===== src/include/adc_port_defs.vh =====
`ifndef ADC_PORT_DEFS_VH
`define ADC_PORT_DEFS_VH

// Serial word layout
`define WORD_BITS      16
`define LEAD_ZEROS     4
`define LEAD_POS       5'h04
`define POS_W          5
`define POS_LAST       5'h10

// Converter core width and variant
`define CORE_BITS      12
`define RES_12         12
`define RES_10         10
`define RES_8          8

// Sample buffer
`define FIFO_DEPTH     16
`define FIFO_AW        4

// Reset values
`define TRACK_RST      1'b1
`define OE_RST         1'b0

`endif


===== src/verilog/sample_fifo.v =====
`timescale 1ns/10ps
module sample_fifo #(
  parameter WIDTH = 12,
  parameter DEPTH = 16,
  parameter AW    = 4
) (
  // Clock and reset
  input  wire             core_clk,
  input  wire             rst,
  // Fill side
  input  wire [WIDTH-1:0] in_data,
  input  wire             in_valid,
  output wire             in_ready,
  // Drain side
  output wire [WIDTH-1:0] out_data,
  output wire             out_valid,
  input  wire             out_ready
);

  reg [WIDTH-1:0] mem [0:DEPTH-1];
  reg [AW-1:0]    wr_ptr_r;
  reg [AW-1:0]    rd_ptr_r;
  reg [AW:0]      count_r;
  wire            push;
  wire            pop;

  // Full and empty come straight from the occupancy count
  assign in_ready  = (count_r != DEPTH[AW:0]);
  assign out_valid = (count_r != {(AW+1){1'b0}});
  assign out_data  = mem[rd_ptr_r];
  assign push      = in_valid & in_ready;
  assign pop       = out_valid & out_ready;

  // Storage, no reset needed on the array
  always @(posedge core_clk) begin
    if (push) begin
      mem[wr_ptr_r] <= in_data;
    end
  end

  // Pointers wrap naturally since DEPTH is a power of two
  always @(posedge core_clk) begin
    if (rst) begin
      wr_ptr_r <= {AW{1'b0}};
      rd_ptr_r <= {AW{1'b0}};
      count_r  <= {(AW+1){1'b0}};
    end else begin
      if (push) begin
        wr_ptr_r <= wr_ptr_r + 1'b1;
      end
      if (pop) begin
        rd_ptr_r <= rd_ptr_r + 1'b1;
      end
      case ({push, pop})
        2'b10:   count_r <= count_r + 1'b1;
        2'b01:   count_r <= count_r - 1'b1;
        default: count_r <= count_r;
      endcase
    end
  end

endmodule // sample_fifo


===== src/verilog/serial_adc_readout_port.v =====
// Function
// - Serial output moves to the next word bit on each serial clock falling edge.
// - 12-bit variant sends four zeros then twelve result bits, MSB first.
// - 10-bit variant sends four zeros, ten result bits MSB first, two zeros.
// - 8-bit variant sends four zeros, eight result bits MSB first, four zeros.
// - Active-low select; its falling edge starts a conversion.
// - The asserted select interval frames exactly one result word.
// - Conversion steps are paced by the controller's serial clock only.
// - After conversion ends, the sampling stage returns to tracking.
// - Each frame carries one sixteen-bit word; controller clocks all sixteen.
`timescale 1ns/10ps
`include "adc_port_defs.vh"
module serial_adc_readout_port #(
  parameter RES_BITS = `RES_12
) (
  // Clock and reset
  input  wire                  core_clk,
  input  wire                  rst,
  // Serial link pins
  input  wire                  sclk,
  input  wire                  cs_n,
  output reg                   result_serial_out,
  output reg                   result_serial_oe,
  // Digitised analog input samples
  input  wire [`CORE_BITS-1:0] analog_in,
  input  wire                  analog_in_valid,
  output wire                  analog_in_ready,
  // Status
  output reg                   tracking
);

  // Frame states, one-hot
  localparam ST_IDLE  = 3'b001;
  localparam ST_SHIFT = 3'b010;
  localparam ST_DONE  = 3'b100;

  reg [2:0]            state_r;
  reg [2:0]            state_nxt;
  reg [`POS_W-1:0]     pos_r;
  reg [`POS_W-1:0]     pos_nxt;
  reg [`CORE_BITS-1:0] held_r;
  reg [`CORE_BITS-1:0] sar_r;
  reg [`CORE_BITS-1:0] sar_nxt;
  reg                  sclk_s1_r;
  reg                  sclk_s2_r;
  reg                  sclk_s3_r;
  reg                  cs_s1_r;
  reg                  cs_s2_r;
  reg                  cs_s3_r;
  reg                  dout_nxt;
  reg                  oe_nxt;
  reg                  track_nxt;
  wire                 sclk_fall;
  wire                 cs_fall;
  wire                 cs_high;
  wire [`CORE_BITS-1:0] fifo_data;
  wire                 fifo_valid;
  wire [`POS_W-1:0]    res_end;
  wire                 frame_start;

  // Position just past the last result bit, cut to the position width
  localparam [31:0] RES_END_W = `LEAD_ZEROS + RES_BITS;
  assign res_end = RES_END_W[`POS_W-1:0];

  // Trial weight for result bit k, MSB first, aligned to the core top
  function [`CORE_BITS-1:0] trial_bit;
    input [`POS_W-1:0] k;
    begin
      trial_bit = {{(`CORE_BITS-1){1'b0}}, 1'b1} << (`CORE_BITS - 1 - k);
    end
  endfunction

  // Result bit index of a word position; only called inside the result span
  function [`POS_W-1:0] res_index;
    input [`POS_W-1:0] p;
    begin
      res_index = p - `LEAD_POS;
    end
  endfunction

  // Serial clock pin is from the controller's domain: two flops, a third for edges
  always @(posedge core_clk) begin
    if (rst) begin
      sclk_s1_r <= 1'b0;
      sclk_s2_r <= 1'b0;
      sclk_s3_r <= 1'b0;
    end else begin
      sclk_s1_r <= sclk;
      sclk_s2_r <= sclk_s1_r;
      sclk_s3_r <= sclk_s2_r;
    end
  end

  // Select syncs reset high, its idle level, so no false start follows reset
  always @(posedge core_clk) begin
    if (rst) begin
      cs_s1_r <= 1'b1;
      cs_s2_r <= 1'b1;
      cs_s3_r <= 1'b1;
    end else begin
      cs_s1_r <= cs_n;
      cs_s2_r <= cs_s1_r;
      cs_s3_r <= cs_s2_r;
    end
  end

  // Edge detectors look only at the second and third stages
  assign sclk_fall = sclk_s3_r & ~sclk_s2_r;
  assign cs_fall   = cs_s3_r & ~cs_s2_r;
  assign cs_high   = cs_s2_r;

  // Pop and capture share one strobe, so a word is never popped unused
  assign frame_start = cs_fall & (state_r == ST_IDLE);

  // Sample buffer; drained only by a new frame, so it fills between frames
  // An empty buffer leaves the old sample held: the controller never stalls
  sample_fifo #(
    .WIDTH (`CORE_BITS),
    .DEPTH (`FIFO_DEPTH),
    .AW    (`FIFO_AW)
  ) u_fifo (
    .core_clk  (core_clk),
    .rst       (rst),
    .in_data   (analog_in),
    .in_valid  (analog_in_valid),
    .in_ready  (analog_in_ready),
    .out_data  (fifo_data),
    .out_valid (fifo_valid),
    .out_ready (frame_start)
  );

  // Frame sequencer and successive approximation
  always @* begin
    state_nxt = state_r;
    pos_nxt   = pos_r;
    sar_nxt   = sar_r;
    dout_nxt  = result_serial_out;
    oe_nxt    = result_serial_oe;
    track_nxt = tracking;
    case (state_r)
      ST_IDLE: begin
        if (frame_start) begin
          state_nxt = ST_SHIFT;
          pos_nxt   = {`POS_W{1'b0}};
          sar_nxt   = {`CORE_BITS{1'b0}};
          dout_nxt  = 1'b0;
          oe_nxt    = 1'b1;
          track_nxt = 1'b0;
        end
      end
      ST_SHIFT: begin
        // Select rising mid-word aborts: release the line and track again
        if (cs_high) begin
          state_nxt = ST_IDLE;
          oe_nxt    = 1'b0;
          track_nxt = 1'b1;
        end else if (sclk_fall) begin
          pos_nxt = pos_r + 1'b1;
          if (pos_nxt == `POS_LAST) begin
            state_nxt = ST_DONE;
            oe_nxt    = 1'b0;
            dout_nxt  = 1'b0;
          end else if (pos_nxt >= `LEAD_ZEROS && pos_nxt < res_end) begin
            // One comparator decision per serial clock falling edge
            if (held_r >= (sar_r | trial_bit(res_index(pos_nxt)))) begin
              sar_nxt  = sar_r | trial_bit(res_index(pos_nxt));
              dout_nxt = 1'b1;
            end else begin
              dout_nxt = 1'b0;
            end
            if (pos_nxt == res_end - 1'b1) begin
              track_nxt = 1'b1;
            end
          end else begin
            dout_nxt = 1'b0;
          end
        end
      end
      ST_DONE: begin
        // Wait out the frame; the line stays released
        if (cs_high) begin
          state_nxt = ST_IDLE;
          track_nxt = 1'b1;
        end
      end
      default: begin
        // Illegal code: fall back to idle with the line released
        state_nxt = ST_IDLE;
        oe_nxt    = 1'b0;
        track_nxt = 1'b1;
      end
    endcase
  end

  // Frame control and pin registers
  always @(posedge core_clk) begin
    if (rst) begin
      state_r           <= ST_IDLE;
      pos_r             <= {`POS_W{1'b0}};
      result_serial_out <= 1'b0;
      result_serial_oe  <= `OE_RST;
      tracking          <= `TRACK_RST;
    end else begin
      state_r           <= state_nxt;
      pos_r             <= pos_nxt;
      result_serial_out <= dout_nxt;
      result_serial_oe  <= oe_nxt;
      tracking          <= track_nxt;
    end
  end

  // Approximation register and held sample; held keeps the last word if the buffer ran dry
  always @(posedge core_clk) begin
    if (rst) begin
      sar_r  <= {`CORE_BITS{1'b0}};
      held_r <= {`CORE_BITS{1'b0}};
    end else begin
      sar_r <= sar_nxt;
      if (frame_start && fifo_valid) begin
        held_r <= fifo_data;
      end
    end
  end

endmodule // serial_adc_readout_port


===== config.mk =====
export PLATFORM = sky130hd
export DESIGN_NAME = serial_adc_readout_port
export DESIGN_NICKNAME = d
export VERILOG_FILES = /design/src/verilog/sample_fifo.v /design/src/verilog/serial_adc_readout_port.v
export VERILOG_INCLUDE_DIRS = /design/src /design/src/include
export SDC_FILE = /design/constraint.sdc
export NUM_CORES = 1
export LEC_CHECK = 0
export BUFFER_PORTS_ARGS = -buffer_cell sky130_fd_sc_hd__buf_2
export CAP_MARGIN = 20
export CORE_AREA = 2 2 111 193
export CTS_CLUSTER_SIZE = 40
export DETAILED_ROUTE_END_ITERATION = 12
export DIE_AREA = 0 0 113 195
export HOLD_SLACK_MARGIN = 0.1
export PLACE_DENSITY = 0.74
export SYNTH_ARGS = -nofsm -noshare
export SYNTH_HDL_FRONTEND = slang
export SYNTH_SLANG_ARGS = --single-unit
export TNS_END_PERCENT = 100

===== constraint.sdc =====
create_clock -name core_clk -period 3.65 [get_ports core_clk]
set_input_delay 0.1825 -clock core_clk [delete_from_list [all_inputs] [get_ports core_clk]]
set_output_delay 0.1825 -clock core_clk [all_outputs]
set_load 0.01 [all_outputs]

==> results of run 1 <==
repair_timing:
action | CTS | global route
pin swaps | 0 | 1
hold buffers | 14 | 0
setup endpoints to repair | 11 | 13
endpoints found under the hold margin | 194 | 0
gates resized for setup | 1 | 5
per-stage QoR:
step | cell area, µm² | total power [mW] | setup TNS (ns)
2_1_floorplan | 10100 | 3.29 | 0
3_3_place_gp | 10600 | 3.37 | -0.0235
3_5_place_dp | 10600 | 3.39 | -0.665
4_1_cts | 11500 | 5.81 | 0
5_1_grt | 11500 | 5.94 | 0
6_report | 11500 | 5.76 | 0
state kept, by name (all words and copies together), names as in the netlist:
| signal | cells |
|---|---|
| sclk_s2_r | 1 |
| u_fifo.count_r | 5 |
| cs_s1_r | 1 |
| result_serial_out | 1 |
| result_serial_oe | 1 |
| sclk_s3_r | 1 |
| u_fifo.wr_ptr_r | 4 |
| tracking | 1 |
| u_fifo.mem | 192 |
| held_r | 12 |
| sar_r | 12 |
| state_r | 3 |
| u_fifo.rd_ptr_r | 4 |
| pos_r | 5 |
| cs_s3_r | 1 |
| sclk_s1_r | 1 |
| cs_high | 1 |
worst max-delay path by stage:
stage,start,slack (ns),end
2_1_floorplan,pos_r[1],0.42,sar_r[11]
3_3_place_gp,pos_r[1],-0.009,sar_r[7]
3_5_place_dp,pos_r[1],-0.13,sar_r[7]
4_1_cts,pos_r[1],0.02,sar_r[7]
5_1_grt,pos_r[0],0.02,sar_r[5]
6_report,pos_r[2],0.28,sar_r[9]
worst min-delay path: stages:
cell and delay [ns]:
buf_2 0.10, and2_1 0.23, xnor2_1 0.19, nor2_1 0.04
power by group:
group          internal, mW  total, mW  switching, mW
Clock                  1.44       2.42          0.981
Combinational         0.112      0.256          0.144
Sequential             3.06       3.08         0.0271
Total                  4.61       5.76           1.15
cell type report:
| type | instances | area share, % |
|---|---|---|
| repair buffers | 60 | 4.00 |
| clock buffers | 27 | 5.14 |
| clock inverters | 12 | 1.47 |
| flip-flops and latches | 246 | 59.6 |
| multi-input cells | 326 | 26.2 |
| well taps | 248 | 2.70 |
| inverters | 27 | 0.881 |
layout by cell type, fill, tap and decap left out, drive strengths merged, types with 4 or more instances in the layout:
cell / Yosys / layout
clkbuf: 20 / 27
nor3: 12 / 12
xor2: 7 / 7
nand2: 42 / 42
a31oi: 4 / 4
bufinv: 0 / 4
ha: 23 / 23
and3: 4 / 4
or3: 4 / 4
o32ai: 8 / 8
edfxtp: 192 / 192
buf: 14 / 46
clkinv: 1 / 6
nand2b: 10 / 10
nor2: 41 / 41
o21ai: 12 / 12
nor2b: 9 / 9
mux4: 60 / 60
dlygate4sd3: 0 / 14
nand4: 10 / 10
inv: 26 / 28
a21oi: 50 / 50
dfxtp: 54 / 54
nand3: 5 / 5
kinds of logic (layout without fill, tap and decap cells):
family / count (synthesis) / after routing / share of synthesized area, %
buffers and inverters: 61 / 126 / 2.55
and+or+nand+nor: 147 / 147 / 7.08
AOI/OAI and AO/OA: 85 / 85 / 5.02
muxes: 60 / 60 / 13.4
adders and majority gates: 24 / 24 / 3.06
xor gates and xnor gates: 10 / 10 / 0.870
DFF: 246 / 246 / 68.0
metal layers:
layer	vias to the layer above	track usage, %
li1	2538	-
met1	2929	22.3
met2	162	37.5
met3	49	2.08
met4	0	6.78
met5	-	0
==> flow_summary.yaml, run 1 <==
clock_tree:
  cts_sinks: 246
  cts_tree: "built"
  clockBufferDepth: 3
  clk_pin_slew_worst_paths_ns: 0.06
  cts_made_buffers: 23
  clk_latency_ns: 0.50
  post-cts-setup-buffers: 0
  cts-root-buf: "clkbuf_16"
  htreeDepth: 1
job:
  cap_violations: 0
cells_and_area:
  final_cells: 946
  syn_to_final_growth_pct: 14.2
  ff_latch_area_um2: 6850
  drive_above_1_share_pct: 22.5
  finalNetCount: 725
  multi_input_area_um2: 3010
  utilization_pct: 56.4
  fill_cells: 1549
  antennaDiodeCount: 0
detailed_routing:
  post_drt_wl_per_cell_um: 22.5
  top_layer: "met4"
  wirelength_um: 21300
  avgViaCountPerCell: 6.00
  final_antenna_net_count: 0
  drt-initial-drc-count: 457
  wl_met2_um: 12000
  drt_pass1_iterations: 9
  wl_met3_um: 736
  wl_met1_um: 7880
  num_vias: 5678
  drc: 3
critical_path:
  timing.rr.end: "sar_r[9]"
  slowest_stage: "dfxtp_1"
  critPathLaunchType: "flip-flop"
  worstRegToRegCells: 9
  slowest_delay_ns: 0.54
  cp.depth: 9
  path_buf_inv: 0
  worst_ep_arrival_time_ns: 3.76
  cpLargestDelayFamily: "simple AND/OR/NAND/NOR gates"
  required_ns: 4.04
  timing.rr.start: "pos_r[2]"
  crit_chain: "or3b_2 > o32ai_2 > a31oi_1 > ha_1 > nand4_1 > a2111oi_0 > or3_1 > nand2_2 > o32ai_1"
  cp_max_fo: 11
  ff2ff_setup_slack_ns: 0.28
  end_kind: "flip-flop"
  path_class: "reg2reg"
logic_synthesis:
  synthCells: 633
  seq_area_frac_synth_pct: 68.0
  synth_ff_type: "edfxtp_1"
  synth_edf_count: 192
  synth_warnings: 0
  synth_area_leader_cell: "edfxtp_1"
  ys_top_cells_by_area: "edfxtp_1, mux4_2, dfxtp_1"
  synth.distinct_cells: 42
  syn_area_per_cell_um2: 15.9
  synth.most_common_cell: "edfxtp_1"
  syn_area_um2: 10100
  synth_nets: 674
  synth_top_area_share_pct: 57.3
  synthArstFlopShare_pct: 0
  yosys-top-cells-count: "edfxtp_1, mux4_2, dfxtp_1"
  synth-seq-cells: 246
timing:
  slew_viol_final: 0
  slew_headroom_pct: 29.6
  rsz0062_at_grt: "no"
  fmax_mhz: 297
  period_minus_slack_ns: 3.37
  setup_viol: 0
  fin_worst_skew_ns: 0.0129
  fin_ws_ns: 0.280
  hold_violations: 0
  tightest_slew_ns: 1.05
  timing.final.crit_share_pct: 92.3
  holdWs_ns: 0.299
floorplan:
  chipWidth_um: 113
  num_rows: 69
  die-area_um2: 22000
  die_h_um: 195
  core_um2: 20400
  io_pins: 21
  start_util_pct: 49.4
min_path:
  worstHoldStart: "analog_in_valid"
  min_path_cells: 4
  hold_path.class: "in2reg"
  hold_end: "u_fifo.wr_ptr_r[0]"
placement:
  routabilityCongestion: 0.859
  dp_hpwl_um: 13700
  io_buffer_count: 20
  place_inst: 893
  pre_cts_ws_ns: -0.129
outcome:
  failed_checks: "DRC"
  status: "finished with violations"
power:
  peakVddDrop_mv: 0.331
  p_per_area_nw_per_um2: 501
  p_leak_nw: 3.75
global_routing:
  grt.total_usage_pct: 19.6
  grt_pass1_vias: 6012
  grt_max_degree: 52
  grt_pass1_wl_um: 33400
  grt_antenna_before_repair: 0
  grt_overflow: 0
No activity file was read; power rests on OpenSTA's default activity.
==> inputs of run 2 (changes only) <==
Settings changed: CORE_AREA 2 2 111 193 to 2 2 123 173, DIE_AREA 0 0 113 195 to 0 0 125 175.
==> flow_summary.yaml, run 2 (synthesized netlist as in run 1, its figures left out) <==
detailed_routing:
  wirelength_um: 20600
  num_vias: 5596
  post_drt_wl_per_cell_um: 21.6
  final_antenna_net_count: 0
  avgViaCountPerCell: 5.86
  drt_pass1_iterations: 5
  drc: 0
  drt-initial-drc-count: 425
outcome:
  status: "finished clean"
placement:
  io_buffer_count: 20
  place_inst: 898
  routabilityCongestion: 0.807
  pre_cts_ws_ns: 0.105
  dp_hpwl_um: 12700
cells_and_area:
  largest_reg_flops: 192
  finalNetCount: 724
  final_cell_mix: "edfxtp_1, mux4_2, dfxtp_1"
  reg_top3: "u_fifo.mem: 192 flops, held_r: 12 flops, sar_r: 12 flops"
  fill_cells: 1534
  drive_above_1_share_pct: 22.6
  largest_register: "u_fifo.mem"
  antennaDiodeCount: 0
  final_common_cell: "edfxtp_1"
  syn_to_final_growth_pct: 14.9
  final_cells: 955
clock_tree:
  clk_latency_ns: 0.51
  htreeDepth: 1
  cts-root-buf: "clkbuf_16"
  clk_pin_slew_worst_paths_ns: 0.07
  post-cts-setup-buffers: 0
  clockBufferDepth: 3
  cts_made_buffers: 24
  cts_sinks: 246
  cts_tree: "built"
power:
  pwr-share-comb_pct: 4.4
  p_leak_nw: 3.74
  switching_share_pct: 20.4
  internal-power_mw: 4.63
  seqPwrFrac_pct: 53.1
  power.total_mw: 5.81
  switchingPower_mw: 1.18
  peakVddDrop_mv: 0.712
  p_per_area_nw_per_um2: 502
  power_frac_clock_pct: 42.6
critical_path:
  required_ns: 4.01
  worst_ep_arrival_time_ns: 3.79
  timing.rr.start: "pos_r[1]"
  end_kind: "flip-flop"
  path_class: "reg2reg"
  worstRegToRegCells: 12
  timing.rr.end: "sar_r[5]"
  crit_path_end: "sar_r[5]"
  ff2ff_setup_slack_ns: 0.21
  crit_start: "pos_r[1]"
  cp_max_fo: 10
  critPathLaunchType: "flip-flop"
timing:
  slew_headroom_pct: 38.4
  rsz0062_at_grt: "no"
  tightest_slew_ns: 0.920
  fin_ws_ns: 0.213
  fmax_mhz: 291
  hold_violations: 0
  period_minus_slack_ns: 3.44
  fin_worst_skew_ns: 0.00814
  timing.final.crit_share_pct: 94.2
  setup_viol: 0
  slew_viol_final: 0
  fin_setup_tns_ns: 0
floorplan:
  io_pins: 21
  core_um2: 20300
  chipWidth_um: 125
  start_util_pct: 49.5
  num_rows: 62
  die_h_um: 175
  die-area_um2: 21900
global_routing:
  grt.total_usage_pct: 19.1
  grt_overflow: 0
  grt_pass1_wl_um: 32400
  grt_pass1_vias: 5873
  grt_antenna_before_repair: 0
  grt_max_degree: 52
min_path:
  hold_path.class: "in2reg"
job:
  cap_violations: 0
-- run 2: repair_timing --
| action | CTS | global route |
|---|---|---|
| endpoints found under the hold margin | 194 | 0 |
| resized for setup | 0 | 8 |
| setup endpoints to repair | 0 | 13 |
| hold buffers | 14 | 0 |
-- run 2: worst min path at each step --
stage                              to          from  cells past startpoint
finish              u_fifo.count_r[0]           rst                      2
global route        u_fifo.count_r[0]           rst                      2
CTS                 u_fifo.count_r[4]           rst                      2
detailed placement            cs_s1_r          cs_n                      2
global placement              cs_s1_r          cs_n                      2
floorplan            u_fifo.mem[0][0]  analog_in[0]                      0
-- run 2: per-layer routing --
layer  part of all wire (%)  GRT usage [%]  up-vias
li1                       -              -     2541
met1                     38           23.0     2875
met2                     56           35.7      156
met3                    4.9           2.97       24
met4                    1.5           4.95        0
met5                      0              0        -
-- run 2: through the flow --
step	hold slack, ns	cell area (µm²)	util, %
floorplan	0.281	10100	-
global placement	0.368	10600	52.0
detailed placement	0.376	10600	52.0
CTS	0.254	11500	56.6
global route	0.294	11600	56.9
finish	0.275	11600	56.9
-- run 2: worst max-delay path, stage by stage, from the launching register on --
cell and delay, ns:
dfxtp_1 0.38, ha_4 0.23, or3b_2 0.50, o32ai_4 0.25
nand2_1 0.10, nand2_1 0.09, ha_1 0.22, nand2b_1 0.15
a2111oi_2 0.44, a2111oi_2 0.11, or3_1 0.48, nand2_1 0.21
o32ai_1 0.13
-- run 2: layout make-up --
class,instances,area [µm²],area share (%)
flip-flops and latches,246,6850,59.3
clock buffers,26,629,5.44
inverters,27,101,0.876
clock inverters,16,164,1.42
multi-input cells,326,3040,26.3
well taps,256,320,2.77
repair buffers,58,453,3.92
-- run 2: power groups by stage --
stage               combinational [mW]  clock (mW)  sequential, mW
floorplan                        0.162           0            3.13
global placement                 0.230           0            3.14
detailed placement               0.241           0            3.14
CTS                              0.254        2.53            3.08
global route                     0.283        2.63            3.09
finish                           0.254        2.47            3.08
==> inputs of run 3 (changes only) <==
Settings changed: PLACE_DENSITY 0.74 to 0.7.
==> flow_summary.yaml, run 3 (synthesized netlist as in run 1, its figures left out) <==
critical_path:
  path_buf_inv: 0
  path_class: "reg2reg"
  slowest_delay_ns: 0.48
  slowest_stage: "or3b_2"
  required_ns: 4.04
  critPathLaunchType: "flip-flop"
  cpLargestDelayFamily: "compound AO/OA/AOI/OAI gates"
  worst_ep_arrival_time_ns: 3.78
  critPathMostFrequentCell: "nand2_1"
  cp_max_fo: 10
  crit_chain: "ha_4 > or3b_2 > o32ai_2 > nand2_1 > nand2_1 > ha_1 > nand2b_1 > a2111oi_2 > a2111oi_1 > o31ai_1 > a21oi_2 > o32ai_1"
  end_kind: "flip-flop"
  timing.rr.start: "pos_r[1]"
  crit_start: "pos_r[1]"
clock_tree:
  cts_tree: "built"
  cts-root-buf: "clkbuf_16"
  clockBufferDepth: 3
  clk_latency_ns: 0.50
  cts_sinks: 246
  clk_pin_slew_worst_paths_ns: 0.06
  htreeDepth: 1
  cts_made_buffers: 23
cells_and_area:
  multi_input_area_um2: 3020
  syn_to_final_growth_pct: 13.1
  largest_reg_flops: 192
  final_cell_mix: "edfxtp_1, mux4_2, dfxtp_1"
  reg_top3: "u_fifo.mem: 192 flops, held_r: 12 flops, sar_r: 12 flops"
  fill_cells: 1602
  antennaDiodeCount: 0
  largest_register: "u_fifo.mem"
  ff_latch_area_um2: 6850
  final_cells: 952
  finalNetCount: 724
  drive_above_1_share_pct: 22.1
  final_common_cell: "edfxtp_1"
global_routing:
  grt_antenna_before_repair: 0
  grt_pass1_wl_um: 31600
  grt_max_degree: 49
  grt.total_usage_pct: 18.6
  grt_pass1_vias: 5744
  grt_overflow: 0
timing:
  fin_worst_skew_ns: 0.0132
  timing.final.crit_share_pct: 92.9
  slew_viol_final: 0
  fmax_mhz: 295
  period_minus_slack_ns: 3.39
  hold_violations: 0
  setup_viol: 0
  tightest_slew_ns: 1.02
  slew_headroom_pct: 32.2
  holdWs_ns: 0.289
  rsz0062_at_grt: "no"
min_path:
  hold_path.class: "in2reg"
  worstHoldStart: "rst"
placement:
  place_inst: 900
  io_buffer_count: 20
  dp_hpwl_um: 13200
  routabilityCongestion: 0.816
floorplan:
  start_util_pct: 49.5
  core_um2: 20300
  num_rows: 62
  die-area_um2: 21900
  die_h_um: 175
  io_pins: 21
  chipWidth_um: 125
detailed_routing:
  avgViaCountPerCell: 5.74
  drt-initial-drc-count: 415
  post_drt_wl_per_cell_um: 20.8
  final_antenna_net_count: 0
  drc: 0
  wirelength_um: 19800
  drt_pass1_iterations: 4
  num_vias: 5469
power:
  internal-power_mw: 4.35
  pwr-share-comb_pct: 4.6
  switchingPower_mw: 1.11
  switching_share_pct: 20.3
  power_frac_clock_pct: 38.8
  peakVddDrop_mv: 0.322
  power.total_mw: 5.45
  seqPwrFrac_pct: 56.6
  p_per_area_nw_per_um2: 479
  p_leak_nw: 3.69
job:
  cap_violations: 0
outcome:
  status: "finished clean"
-- run 3: final timing paths --
check                  endpoint  slack [ns]  depth (start not counted)
max                    sar_r[7]        0.26                         12
min          u_fifo.wr_ptr_r[0]        0.29                          2
max reg2reg            sar_r[7]        0.26                         12
min reg2reg             cs_high        0.42                          1
-- run 3: area by class of cell --
cell class / count / share of cell area (%)
well taps: 256 / 2.81
inverters: 27 / 0.890
multi-input cells: 326 / 26.5
flip-flops and latches: 246 / 60.2
clock inverters: 6 / 0.275
clock buffers: 32 / 5.44
repair buffers: 59 / 3.87
-- run 3: power by group through the flow --
stage | sequential (mW) | clock [mW] | combinational (mW)
after floorplan | 3.13 | 0 | 0.162
after global routing | 3.09 | 2.28 | 0.280
after global placement | 3.14 | 0 | 0.230
after CTS | 3.09 | 2.17 | 0.253
after detailed placement | 3.15 | 0 | 0.240
final | 3.09 | 2.12 | 0.250
-- run 3: layer usage --
layer	share of wire [%]	GRT usage, %	vias up
met5	0	0	-
met4	3.1	7.36	0
met3	5.1	2.60	44
met2	55	34.8	136
met1	37	21.5	2763
li1	-	-	2526
-- run 3: timing repair --
action | CTS | global route
endpoints found under the setup margin | 6 | 13
buffers inserted | 0 | 0
endpoints found under the hold margin | 194 | 0
resized for setup | 1 | 8
pin swaps | 0 | 1
hold buffers | 14 | 0
-- run 3: through the flow --
step	utilization [%]	setup slack, ns	cell area [µm²]	TNS [ns]
after floorplan	-	0.424	10100	0
after global placement	52.0	0.137	10600	0
after detailed placement	52.0	-0.0547	10600	-0.263
after CTS	55.9	0.0296	11400	0
after global routing	56.0	0.00426	11400	0
final	56.0	0.259	11400	0
